<file path="src/common/dcm_pkg.sv">
package dcm_pkg;

  localparam logic [5:0] OPC_SYS = 6'h10;
  localparam logic [5:0] OPC_FPU = 6'h11;
  localparam logic [5:0] OPC_CUS = 6'h12;
  localparam logic [4:0] FMT_MOVE_FROM = 5'h01;
  localparam logic [4:0] FMT_MOVE_TO = 5'h05;

  localparam int OPC_LSB = 26;
  localparam int FMT_LSB = 21;
  localparam int RT_LSB = 16;
  localparam int RD_LSB = 11;
  localparam int SEL_LSB = 0;
  localparam int SPEC_LSB = 0;

  localparam logic [2:0] REV_ZERO_FILL = 3'h2;
  localparam logic [31:0] UPPER_ZERO = 32'h0000_0000;
  localparam logic [63:0] DWORD_RST = 64'h0;

  typedef enum logic [2:0] {
    OP_NONE = 3'b000,
    OP_SYS_RD = 3'b001,
    OP_SYS_WR = 3'b010,
    OP_FPU_RD = 3'b011,
    OP_FPU_WR = 3'b100,
    OP_CUS_RD = 3'b101
  } dcm_op_t;

  typedef enum logic [1:0] {
    S_IDLE = 2'b00,
    S_SYS = 2'b01,
    S_FPU = 2'b10,
    S_CUS = 2'b11
  } dcm_state_t;

  function automatic logic [4:0] dcm_field5(input logic [31:0] ins,
                                            input int lsb);
    dcm_field5 = 5'(ins >> lsb);
  endfunction

endpackage

</file>
<file path="src/design/dcm_move_unit.sv">
// Contract
// - decode system read: opcode 010000, format 00001
// - 64-bit system register read copies full doubleword
// - 32-bit read, revision two up: zero upper
// - 32-bit below revision two: result undefined
// - decode system write: opcode 010000, format 00101
// - system write stores value, 32-bit keeps low (code: only from revision two up, below that full doubleword)
// - decode float read, copy register to destination
// - decode float write, store full doubleword
// - custom read passes 16-bit specifier unchanged
// - missing or 32-bit custom register: unpredictable
// - unusable coprocessor or disallowed move raises exception
// - 64-bit operations disabled raise reserved instruction
`timescale 1ns/1ps
module dcm_move_unit
  import dcm_pkg::*;
(
  input wire logic clk_sys,
  input wire logic sys_rst,
  input wire logic instr_valid,
  input wire logic [31:0] instr,
  input wire logic [63:0] gpr_rdata,
  input wire logic [2:0] isa_rev_level,
  input wire logic [2:0] cop_usable,
  input wire logic ops64_en,
  input wire logic move_permit,
  output logic busy_q,
  output logic wb_valid_q,
  output logic [4:0] wb_idx_q,
  output logic [63:0] wb_data_q,
  output logic exc_cu_q,
  output logic [1:0] exc_cop_q,
  output logic exc_ri_q,
  output logic [4:0] cp0_reg_q,
  output logic [2:0] cp0_sel_q,
  input wire logic [63:0] cp0_rdata,
  input wire logic cp0_is32,
  output logic cp0_we_q,
  output logic [63:0] cp0_wdata_q,
  output logic [4:0] fpr_addr_q,
  input wire logic [63:0] fpr_rdata,
  output logic fpr_we_q,
  output logic [63:0] fpr_wdata_q,
  output logic cp2_req_q,
  output logic [15:0] cp2_spec_q,
  input wire logic [63:0] cp2_rdata,
  input wire logic cp2_valid
);

  dcm_op_t dec_op;
  logic dec_zero_ok;
  logic [1:0] dec_cop;
  dcm_state_t state_q, state_d;
  logic is_wr_q;
  logic [63:0] gpr_q;

  dcm_decode u_dec (
    .instr(instr),
    .op(dec_op),
    .zero_ok(dec_zero_ok),
    .cop_num(dec_cop)
  );

  wire start = instr_valid && (state_q == S_IDLE) && (dec_op != OP_NONE);
  // pad so coprocessor number 3 still selects a defined bit
  wire [3:0] cop_use4 = {1'b0, cop_usable};
  wire cop_ok = cop_use4[dec_cop];
  wire fault_cu = !cop_ok;
  // disallowed move and disabled 64-bit ops share one trap
  wire fault_ri = cop_ok && (!ops64_en || !move_permit || !dec_zero_ok);
  wire go = start && !fault_cu && !fault_ri;
  // undefined below revision two: full value passes, no trap
  wire zero_fill = cp0_is32 && (isa_rev_level >= REV_ZERO_FILL);
  wire [63:0] sys_rd_val =
    zero_fill ? {UPPER_ZERO, cp0_rdata[31:0]} : cp0_rdata;
  wire [63:0] sys_wr_val =
    zero_fill ? {UPPER_ZERO, gpr_q[31:0]} : gpr_q;
  wire sys_done = (state_q == S_SYS);
  wire fpu_done = (state_q == S_FPU);
  // custom unit may take any number of cycles; core stays stalled
  wire cus_done = (state_q == S_CUS) && cp2_valid;
  wire rd_done = (sys_done && !is_wr_q) || fpu_done || cus_done;

  always_comb
  begin
    state_d = state_q;
    case (state_q)
      S_IDLE:
      begin
        if (go && (dec_op == OP_SYS_RD || dec_op == OP_SYS_WR))
          state_d = S_SYS;
        else if (go && dec_op == OP_FPU_RD)
          state_d = S_FPU;
        else if (go && dec_op == OP_CUS_RD)
          state_d = S_CUS;
      end
      S_SYS: state_d = S_IDLE;
      S_FPU: state_d = S_IDLE;
      S_CUS: state_d = cp2_valid ? S_IDLE : S_CUS;
      default: state_d = S_IDLE;
    endcase
  end

  wire busy_d = (state_d != S_IDLE);

  always_ff @(posedge clk_sys)
  begin
    if (sys_rst)
    begin
      state_q <= S_IDLE;
      busy_q <= 1'b0;
    end
    else
    begin
      state_q <= state_d;
      busy_q <= busy_d;
    end
  end

  always_ff @(posedge clk_sys)
  begin
    if (sys_rst)
    begin
      is_wr_q <= 1'b0;
      gpr_q <= DWORD_RST;
      wb_idx_q <= 5'h00;
      cp0_reg_q <= 5'h00;
      cp0_sel_q <= 3'h0;
      fpr_addr_q <= 5'h00;
      cp2_spec_q <= 16'h0000;
    end
    else if (go)
    begin
      is_wr_q <= (dec_op == OP_SYS_WR);
      gpr_q <= gpr_rdata;
      wb_idx_q <= dcm_field5(instr, RT_LSB);
      cp0_reg_q <= dcm_field5(instr, RD_LSB);
      cp0_sel_q <= instr[SEL_LSB +: 3];
      fpr_addr_q <= dcm_field5(instr, RD_LSB);
      cp2_spec_q <= instr[SPEC_LSB +: 16];
    end
  end

  always_ff @(posedge clk_sys)
  begin
    if (sys_rst)
    begin
      exc_cu_q <= 1'b0;
      exc_ri_q <= 1'b0;
      exc_cop_q <= 2'h0;
      cp2_req_q <= 1'b0;
      fpr_we_q <= 1'b0;
      fpr_wdata_q <= DWORD_RST;
    end
    else
    begin
      exc_cu_q <= start && fault_cu;
      exc_ri_q <= start && fault_ri;
      exc_cop_q <= start ? dec_cop : exc_cop_q;
      cp2_req_q <= go && (dec_op == OP_CUS_RD);
      fpr_we_q <= go && (dec_op == OP_FPU_WR);
      if (go && dec_op == OP_FPU_WR)
        fpr_wdata_q <= gpr_rdata;
    end
  end

  // destination width is only known once the address is out
  always_ff @(posedge clk_sys)
  begin
    if (sys_rst)
    begin
      cp0_we_q <= 1'b0;
      cp0_wdata_q <= DWORD_RST;
    end
    else
    begin
      cp0_we_q <= sys_done && is_wr_q;
      if (sys_done && is_wr_q)
        cp0_wdata_q <= sys_wr_val;
    end
  end

  // unknown custom registers give whatever the unit returns
  always_ff @(posedge clk_sys)
  begin
    if (sys_rst)
    begin
      wb_valid_q <= 1'b0;
      wb_data_q <= DWORD_RST;
    end
    else
    begin
      wb_valid_q <= rd_done;
      if (sys_done && !is_wr_q)
        wb_data_q <= sys_rd_val;
      else if (fpu_done)
        wb_data_q <= fpr_rdata;
      else if (cus_done)
        wb_data_q <= cp2_rdata;
    end
  end
endmodule

</file>
<file path="src/design/dcm_decode.sv">
`timescale 1ns/1ps
module dcm_decode
  import dcm_pkg::*;
(
  input wire logic [31:0] instr,
  output dcm_op_t op,
  output logic zero_ok,
  output logic [1:0] cop_num
);

  wire [5:0] opc = instr[31:OPC_LSB];
  wire [4:0] fmt = dcm_field5(instr, FMT_LSB);
  wire is_from = (fmt == FMT_MOVE_FROM);
  wire is_to = (fmt == FMT_MOVE_TO);
  wire sys_hit = (opc == OPC_SYS);
  wire fpu_hit = (opc == OPC_FPU);
  wire cus_hit = (opc == OPC_CUS);

  // system moves keep bits 10..3 clear, float reads keep 10..0 clear
  wire sys_zero = (instr[10:3] == 8'h00);
  wire fpu_zero = (instr[10:0] == 11'h000);

  assign op = (sys_hit && is_from) ? OP_SYS_RD :
              (sys_hit && is_to) ? OP_SYS_WR :
              (fpu_hit && is_from) ? OP_FPU_RD :
              (fpu_hit && is_to) ? OP_FPU_WR :
              (cus_hit && is_from) ? OP_CUS_RD :
              OP_NONE;
  assign zero_ok = sys_hit ? sys_zero : (fpu_hit && is_from) ? fpu_zero : 1'b1;
  assign cop_num = opc[1:0];

endmodule

</file>
<file path="config.mk">
export PLATFORM = sky130hd
export DESIGN_NAME = dcm_move_unit
export DESIGN_NICKNAME = d
export VERILOG_FILES = /design/src/common/dcm_pkg.sv /design/src/design/dcm_move_unit.sv /design/src/design/dcm_decode.sv
export SDC_FILE = /design/constraint.sdc
export NUM_CORES = 1
export LEC_CHECK = 0
export BUFFER_PORTS_ARGS = -buffer_cell sky130_fd_sc_hd__buf_2
export CAP_MARGIN = 40
export CORE_AREA = 2 2 209 211
export DETAILED_ROUTE_END_ITERATION = 10
export DIE_AREA = 0 0 211 213
export GPL_TIMING_DRIVEN = 0
export SETUP_SLACK_MARGIN = 0.15
export SLEW_MARGIN = 20
export SYNTH_ARGS = -nofsm -noshare
export SYNTH_HDL_FRONTEND = slang
export SYNTH_SLANG_ARGS = --single-unit
</file>
<file path="constraint.sdc">
create_clock -name clk_sys -period 6.9 [get_ports clk_sys]
set_input_delay 1.38 -clock clk_sys [delete_from_list [all_inputs] [get_ports clk_sys]]
set_output_delay 1.38 -clock clk_sys [all_outputs]
set_load 0.005 [all_outputs]
</file>
==> impl_metrics.env, run 1 <==
export IMPL_status="completed"
export IMPL_finalHoldViolations=0
export IMPL_htreeDepth=2
export IMPL_powerDensity_nw_per_um2=222
export IMPL_finalCriticalPeriod_ns=3.52
export IMPL_dieArea_sq_um=44900
export IMPL_grt_pass1_wl_mm=69.6
export IMPL_max_cap_viol_count=0
export IMPL_post_route_period_util_pct=50.9
export IMPL_arrival_ns=3.97
export IMPL_yosysSeqAreaShare_pct=47.7
export IMPL_yosysWarnings=0
export IMPL_drv_slew=0
export IMPL_syn_area_sq_um=12100
export IMPL_die_h_microns=213
export IMPL_path_class="in2reg"
export IMPL_synth_avg_cell_area_sq_um=8.81
export IMPL_cts_buffers=35
export IMPL_yosysUniqueCellTypes=38
export IMPL_vias_per_cell=4.73
export IMPL_ys_ff_latch=289
export IMPL_core_area_sq_um=42700
export IMPL_critical_path_max_fanout=10
export IMPL_dp_final_hpwl_mm=38.6
export IMPL_fin_ws_ns=3.38
export IMPL_critPathLaunchType="input port"
export IMPL_cts_root_buf="clkbuf_16"
export IMPL_finalHoldWorstSlack_ns=0.444
export IMPL_clk_pin_slew_ns=0.06
export IMPL_grt_max_degree=13
export IMPL_holdPathStages=2
export IMPL_rsz0062_at_grt="no"
export IMPL_row_count=76
export IMPL_cts_setup_buffers=0
export IMPL_finalSetupTns_ns=0
export IMPL_pre_cts_ws_ns=2.85
export IMPL_synthTopCellsByArea="dfxtp_1, mux2i_1, nand2b_1"
export IMPL_globalplace_congestion=0.905
export IMPL_critical_path_required_ns=7.35
export IMPL_tightestPinTransition_ns=0.839
export IMPL_synth_async_reset_ratio_pct=0
export IMPL_holdBufCountCts=0
export IMPL_dr_pass1_iters=4
export IMPL_fin_skew_ns=0.0217
export IMPL_hold_class="reg2reg"
export IMPL_yosys_area_top_type_share_pct=47.7
export IMPL_slew_headroom_pct=44.0
export IMPL_grt_pass1_vias=12000
export IMPL_p_total_mw=3.71
export IMPL_route_detailed_drc=0
export IMPL_drive_gt1_share_pct=32.8
export IMPL_setup_viol=0
export IMPL_syn_to_final_growth_pct=37.8
export IMPL_fin_area_sq_um=16700
export IMPL_antenna_found_initial=6
export IMPL_ctsLongestPathBuffers=3
export IMPL_ant_nets=0
export IMPL_fmaxAchievable_mhz=284
export IMPL_wire_per_inst_microns=18.9
export IMPL_drt_iter0_drc=564
export IMPL_ctsResizeCount=0
export IMPL_grt_remaining_overflow=0
export IMPL_syn_num_nets=1679
export IMPL_cts_tree="built"
export IMPL_initial_utilization_pct=28.4
export IMPL_final_nets=2255
export IMPL_synth_edf_count=0
export IMPL_place_area_sq_um=15600
export IMPL_synthCells=1378
export IMPL_totalWireLength_mm=47.9
export IMPL_io_buffers=532
export IMPL_die_width_microns=211
export IMPL_critPathCaptureType="flip-flop"
export IMPL_clock_latency_ns=0.54
export IMPL_r2r_cells=8
export IMPL_leakage_nw=7.04
export IMPL_grt_util_all_layers_pct=20.5
export IMPL_vias=12000
export IMPL_synth_largest_area_cell="dfxtp_1"
export IMPL_clkSinkCount=289
export IMPL_irDropWorstVdd_uv=122
export IMPL_boundaryPins=536
export IMPL_synthFlopType="dfxtp_1"
[synth_stat cells (2+ instances only)]
cell / count
nand3_1: 4
clkbuf_1: 104
buf_4: 13
a221oi_1: 32
inv_1: 3
nor2_1: 138
a2111o_1: 2
nor3_1: 35
nand2b_1: 172
mux2i_1: 120
a21oi_1: 130
nor3b_1: 2
buf_2: 5
a2bb2oi_1: 2
dfxtp_1: 289
nor4_1: 3
nor2b_1: 2
mux2_2: 32
a22oi_1: 32
or3b_2: 2
o21ai_0: 3
nor4b_1: 2
and3_1: 4
and4_1: 2
a211oi_1: 32
nand2_1: 195
nand4_1: 3
buf_6: 5
[metal layers]
layer	up-vias	routed length [microns]	track usage, %
met2	467	23900	36.8
met5	-	0	0
met3	114	2890	4.31
met1	5551	18600	22.7
li1	5829	-	-
met4	0	2520	11.1
[path summary, 6_finish.rpt]
path | startpoint | to | slack [ns]
min | gpr_q[26] | cp0_wdata_q[26] | 0.44
max | instr[24] | fpr_wdata_q[22] | 3.38
min reg2reg | gpr_q[26] | cp0_wdata_q[26] | 0.44
max reg2reg | state_q[1] | wb_data_q[25] | 3.85
[critical path, stage by stage]
cell and delay (ns):
buf_2 0.12, nor4b_1 0.60, and4_1 0.32, and4_1 0.19, clkbuf_1 0.46, buf_6 0.23, clkbuf_1 0.37, nand2_1 0.14
a21oi_1 0.15
[stage by stage]
step | utilization (%) | std cells
after floorplan | - | 1378
after global placement | 36.3 | 2456
after detailed placement | 36.4 | 2462
after CTS | 39.1 | 2521
after global routing | 39.2 | 2526
final | 39.2 | 2528
[sequential cells by signal, summed over array words and instances (netlist names), 2 cells and up]
register,cells
cp0_wdata_q,64
fpr_wdata_q,64
gpr_q,64
wb_data_q,64
cp2_spec_q,9
fpr_addr_q,5
wb_idx_q,5
cp0_sel_q,2
exc_cop_q,2
state_q,2
[placed cells by master, fill, tap and decap left out, drive strengths merged, types with 5 or more instances in the layout]
| master | count |
|---|---|
| nand2 | 195 |
| a21oi | 130 |
| clkinv | 5 |
| diode | 6 |
| dfxtp | 289 |
| nand2b | 172 |
| buf | 563 |
| a221oi | 32 |
| nor3 | 35 |
| nor2 | 138 |
| mux2i | 120 |
| a211oi | 32 |
| inv | 5 |
| mux2 | 32 |
| a22oi | 32 |
| clkbuf | 154 |
[cell type report]
type                       count  area [sq um]
timing repair buffer         539          2750
buffer                       128           573
multi-input combinational    958          5770
antenna                        6          15.0
clock buffer                  50          1020
tap                          546           683
clock inverter                 9           118
fill                        4390         26000
sequential                   289          5790
inverter                       3          11.3
[where the power goes]
| part | switching (mW) | total (mW) | internal, mW | leakage (nW) |
|---|---|---|---|---|
| registers | 0.0000547 | 1.67 | 1.67 | 2.33 |
| logic | 0.104 | 0.207 | 0.103 | 4.15 |
| clock network | 0.729 | 1.84 | 1.11 | 0.562 |
[cells by family after synthesis]
logic type / synth area share (%)
XOR/XNOR: 0.0722
multiplexers: 12.9
flip-flops: 47.7
AND/OR/NAND/NOR: 22.2
AO/OA/AOI/OAI: 12.3
buffers and inverters: 4.81
Note: power is estimated with default switching activity, not from simulation.
==> run 2, diff against run 1 <==
==> constraint.sdc (replaced) <==
create_clock -name clk_sys -period 3 [get_ports clk_sys]
set_input_delay 0.6 -clock clk_sys [delete_from_list [all_inputs] [get_ports clk_sys]]
set_output_delay 0.6 -clock clk_sys [all_outputs]
set_load 0.005 [all_outputs]
==> run 2 against run 1 <==
Routed wire length about the same. Core utilization about the same. Sequential share of layout area about the same. Highest routed layer unchanged.
==> impl_metrics.env, run 2 (synthesized netlist as in run 1, its figures left out) <==
export IMPL_route_detailed_drc=0
export IMPL_vias=12000
export IMPL_fin_area_sq_um=16700
export IMPL_cts_buffers=35
export IMPL_fillCellCount=4386
export IMPL_slew_headroom_pct=43.4
export IMPL_globalplace_congestion=0.905
export IMPL_critical_path_max_fanout=10
export IMPL_finalHoldViolations=0
export IMPL_setup_viol=0
export IMPL_layout_commonest_cell="buf_2"
export IMPL_fmaxAchievable_mhz=364
export IMPL_grt_util_all_layers_pct=20.5
export IMPL_ant_nets=0
export IMPL_die_width_microns=211
export IMPL_initial_utilization_pct=28.4
export IMPL_path_class="reg2reg"
export IMPL_hold_class="in2reg"
export IMPL_boundaryPins=536
export IMPL_totalWireLength_mm=47.9
export IMPL_antenna_found_initial=6
export IMPL_holdBufCountCts=0
export IMPL_grt_pass1_vias=12000
export IMPL_status="completed"
export IMPL_clkSinkCount=289
export IMPL_grt_pass1_wl_mm=69.6
export IMPL_critPathCaptureType="flip-flop"
export IMPL_p_total_mw=8.54
export IMPL_arrival_ns=3.15
export IMPL_syn_to_final_growth_pct=37.9
export IMPL_drt_iter0_drc=548
export IMPL_crit_family="buffers and inverters"
export IMPL_clk_pin_slew_ns=0.06
export IMPL_cts_root_buf="clkbuf_16"
export IMPL_die_h_microns=213
export IMPL_register_area_sq_um=5790
export IMPL_irDropWorstVdd_uv=282
export IMPL_rsz0062_at_grt="yes"
export IMPL_multi_input_area_sq_um=5780
export IMPL_dieArea_sq_um=44900
export IMPL_powerDensity_nw_per_um2=511
export IMPL_post_route_period_util_pct=91.7
export IMPL_row_count=76
export IMPL_critPathBufInv=3
export IMPL_cts_tree="built"
export IMPL_drv_slew=0
export IMPL_grt_remaining_overflow=0
export IMPL_vias_per_cell=4.73
export IMPL_final_cell_mix="buf_2, dfxtp_1, nand2_1, nand2b_1, nor2_1"
export IMPL_core_area_sq_um=42700
export IMPL_fin_util_pct=39.2
export IMPL_max_cap_viol_count=0
export IMPL_cp_slowest_cell="buf_1"
export IMPL_place_area_sq_um=15600
export IMPL_clock_latency_ns=0.54
export IMPL_htreeDepth=2
export IMPL_critical_path_max_stage_delay_ns=0.53
export IMPL_drive_gt1_share_pct=33.2
export IMPL_grt_max_degree=13
export IMPL_cts_setup_buffers=0
export IMPL_worstHoldStart="gpr_rdata[60]"
export IMPL_wire_per_inst_microns=19.0
export IMPL_dr_pass1_iters=4
export IMPL_finalCriticalPeriod_ns=2.75
export IMPL_io_buffers=532
export IMPL_ctsLongestPathBuffers=3
export IMPL_tightestPinTransition_ns=0.849
export IMPL_final_nets=2253
export IMPL_r2r_start="state_q[1]"
export IMPL_path_cells="buf_2 -> nor2b_1 -> clkbuf_1 -> buf_1 -> mux2_2 -> a221oi_1 -> nor3_1"
export IMPL_critPathLaunchType="flip-flop"
export IMPL_fin_skew_ns=0.0218
export IMPL_leakage_nw=7.04
export IMPL_critical_path_startpoint="state_q[1]"
export IMPL_critical_path_required_ns=3.40
export IMPL_dp_final_hpwl_mm=38.6
-- run 2: cell types whose count changed in the layout (fill, tap and decap cells not counted), sizes merged --
| cell | previous run | this run |
|---|---|---|
| buf | 563 | 564 |
| clkbuf | 154 | 151 |
| diode | 6 | 7 |
-- run 2: worst reg2reg max path: cells and delay by family (launching register included) --
family                 cells  cell delay [ns]
buffers and inverters      3             1.29
and+or+nand+nor            2             0.25
muxes                      1             0.42
AOI/OAI and AO/OA          1             0.37
DFF                        1             0.30
-- run 2: path summary, 6_finish.rpt --
kind,slack [ns],depth (start not counted),to
worst max-delay path,0.25,7,wb_data_q[58]
worst min-delay path,0.32,3,fpr_wdata_q[60]
worst max register to register,0.25,7,wb_data_q[58]
worst min register to register,0.44,2,cp0_wdata_q[26]
-- run 2: metal layers --
metal  vias to the layer above  track usage (%)  wire (microns)
met5                         -                0               0
met4                         0             11.1            2470
met3                       112             4.31            2970
met2                       467             36.8           23900
met1                      5556             22.7           18500
li1                       5826                -               -
-- run 2: power by group --
| part | internal [mW] | total (mW) | switching, mW |
|---|---|---|---|
| combinational | 0.237 | 0.478 | 0.241 |
| sequential | 3.84 | 3.84 | 0.000126 |
| clock | 2.55 | 4.23 | 1.68 |
-- run 2: per-stage QoR --
stage | TNS (ns) | setup WS (ns) | std cells | hold WS [ns]
global placement | -36.88 | -0.403 | 2456 | 0.435
CTS | 0 | 0.182 | 2521 | 0.277
detailed placement | -24.89 | -0.269 | 2462 | 0.444
finish | 0 | 0.250 | 2527 | 0.323
floorplan | 0 | 0.537 | 1378 | 0.432
global route | 0 | 0.0573 | 2524 | 0.295
-- run 2: cell type report --
class	instances	share of cell area [%]
sequential	289	34.6
multi-input combinational	958	34.6
timing repair buffer	538	16.4
clock buffer	50	6.12
tap	546	4.08
buffer	127	3.42
clock inverter	9	0.703
antenna	7	0.105
inverter	3	0.0673
-- run 2: repair_timing --
item / in CTS / in global routing
hold endpoints to repair: 0 / 0
gates cloned: 0 / 0
gates resized for setup: 4 / 6
endpoints found under the setup margin: 33 / 43
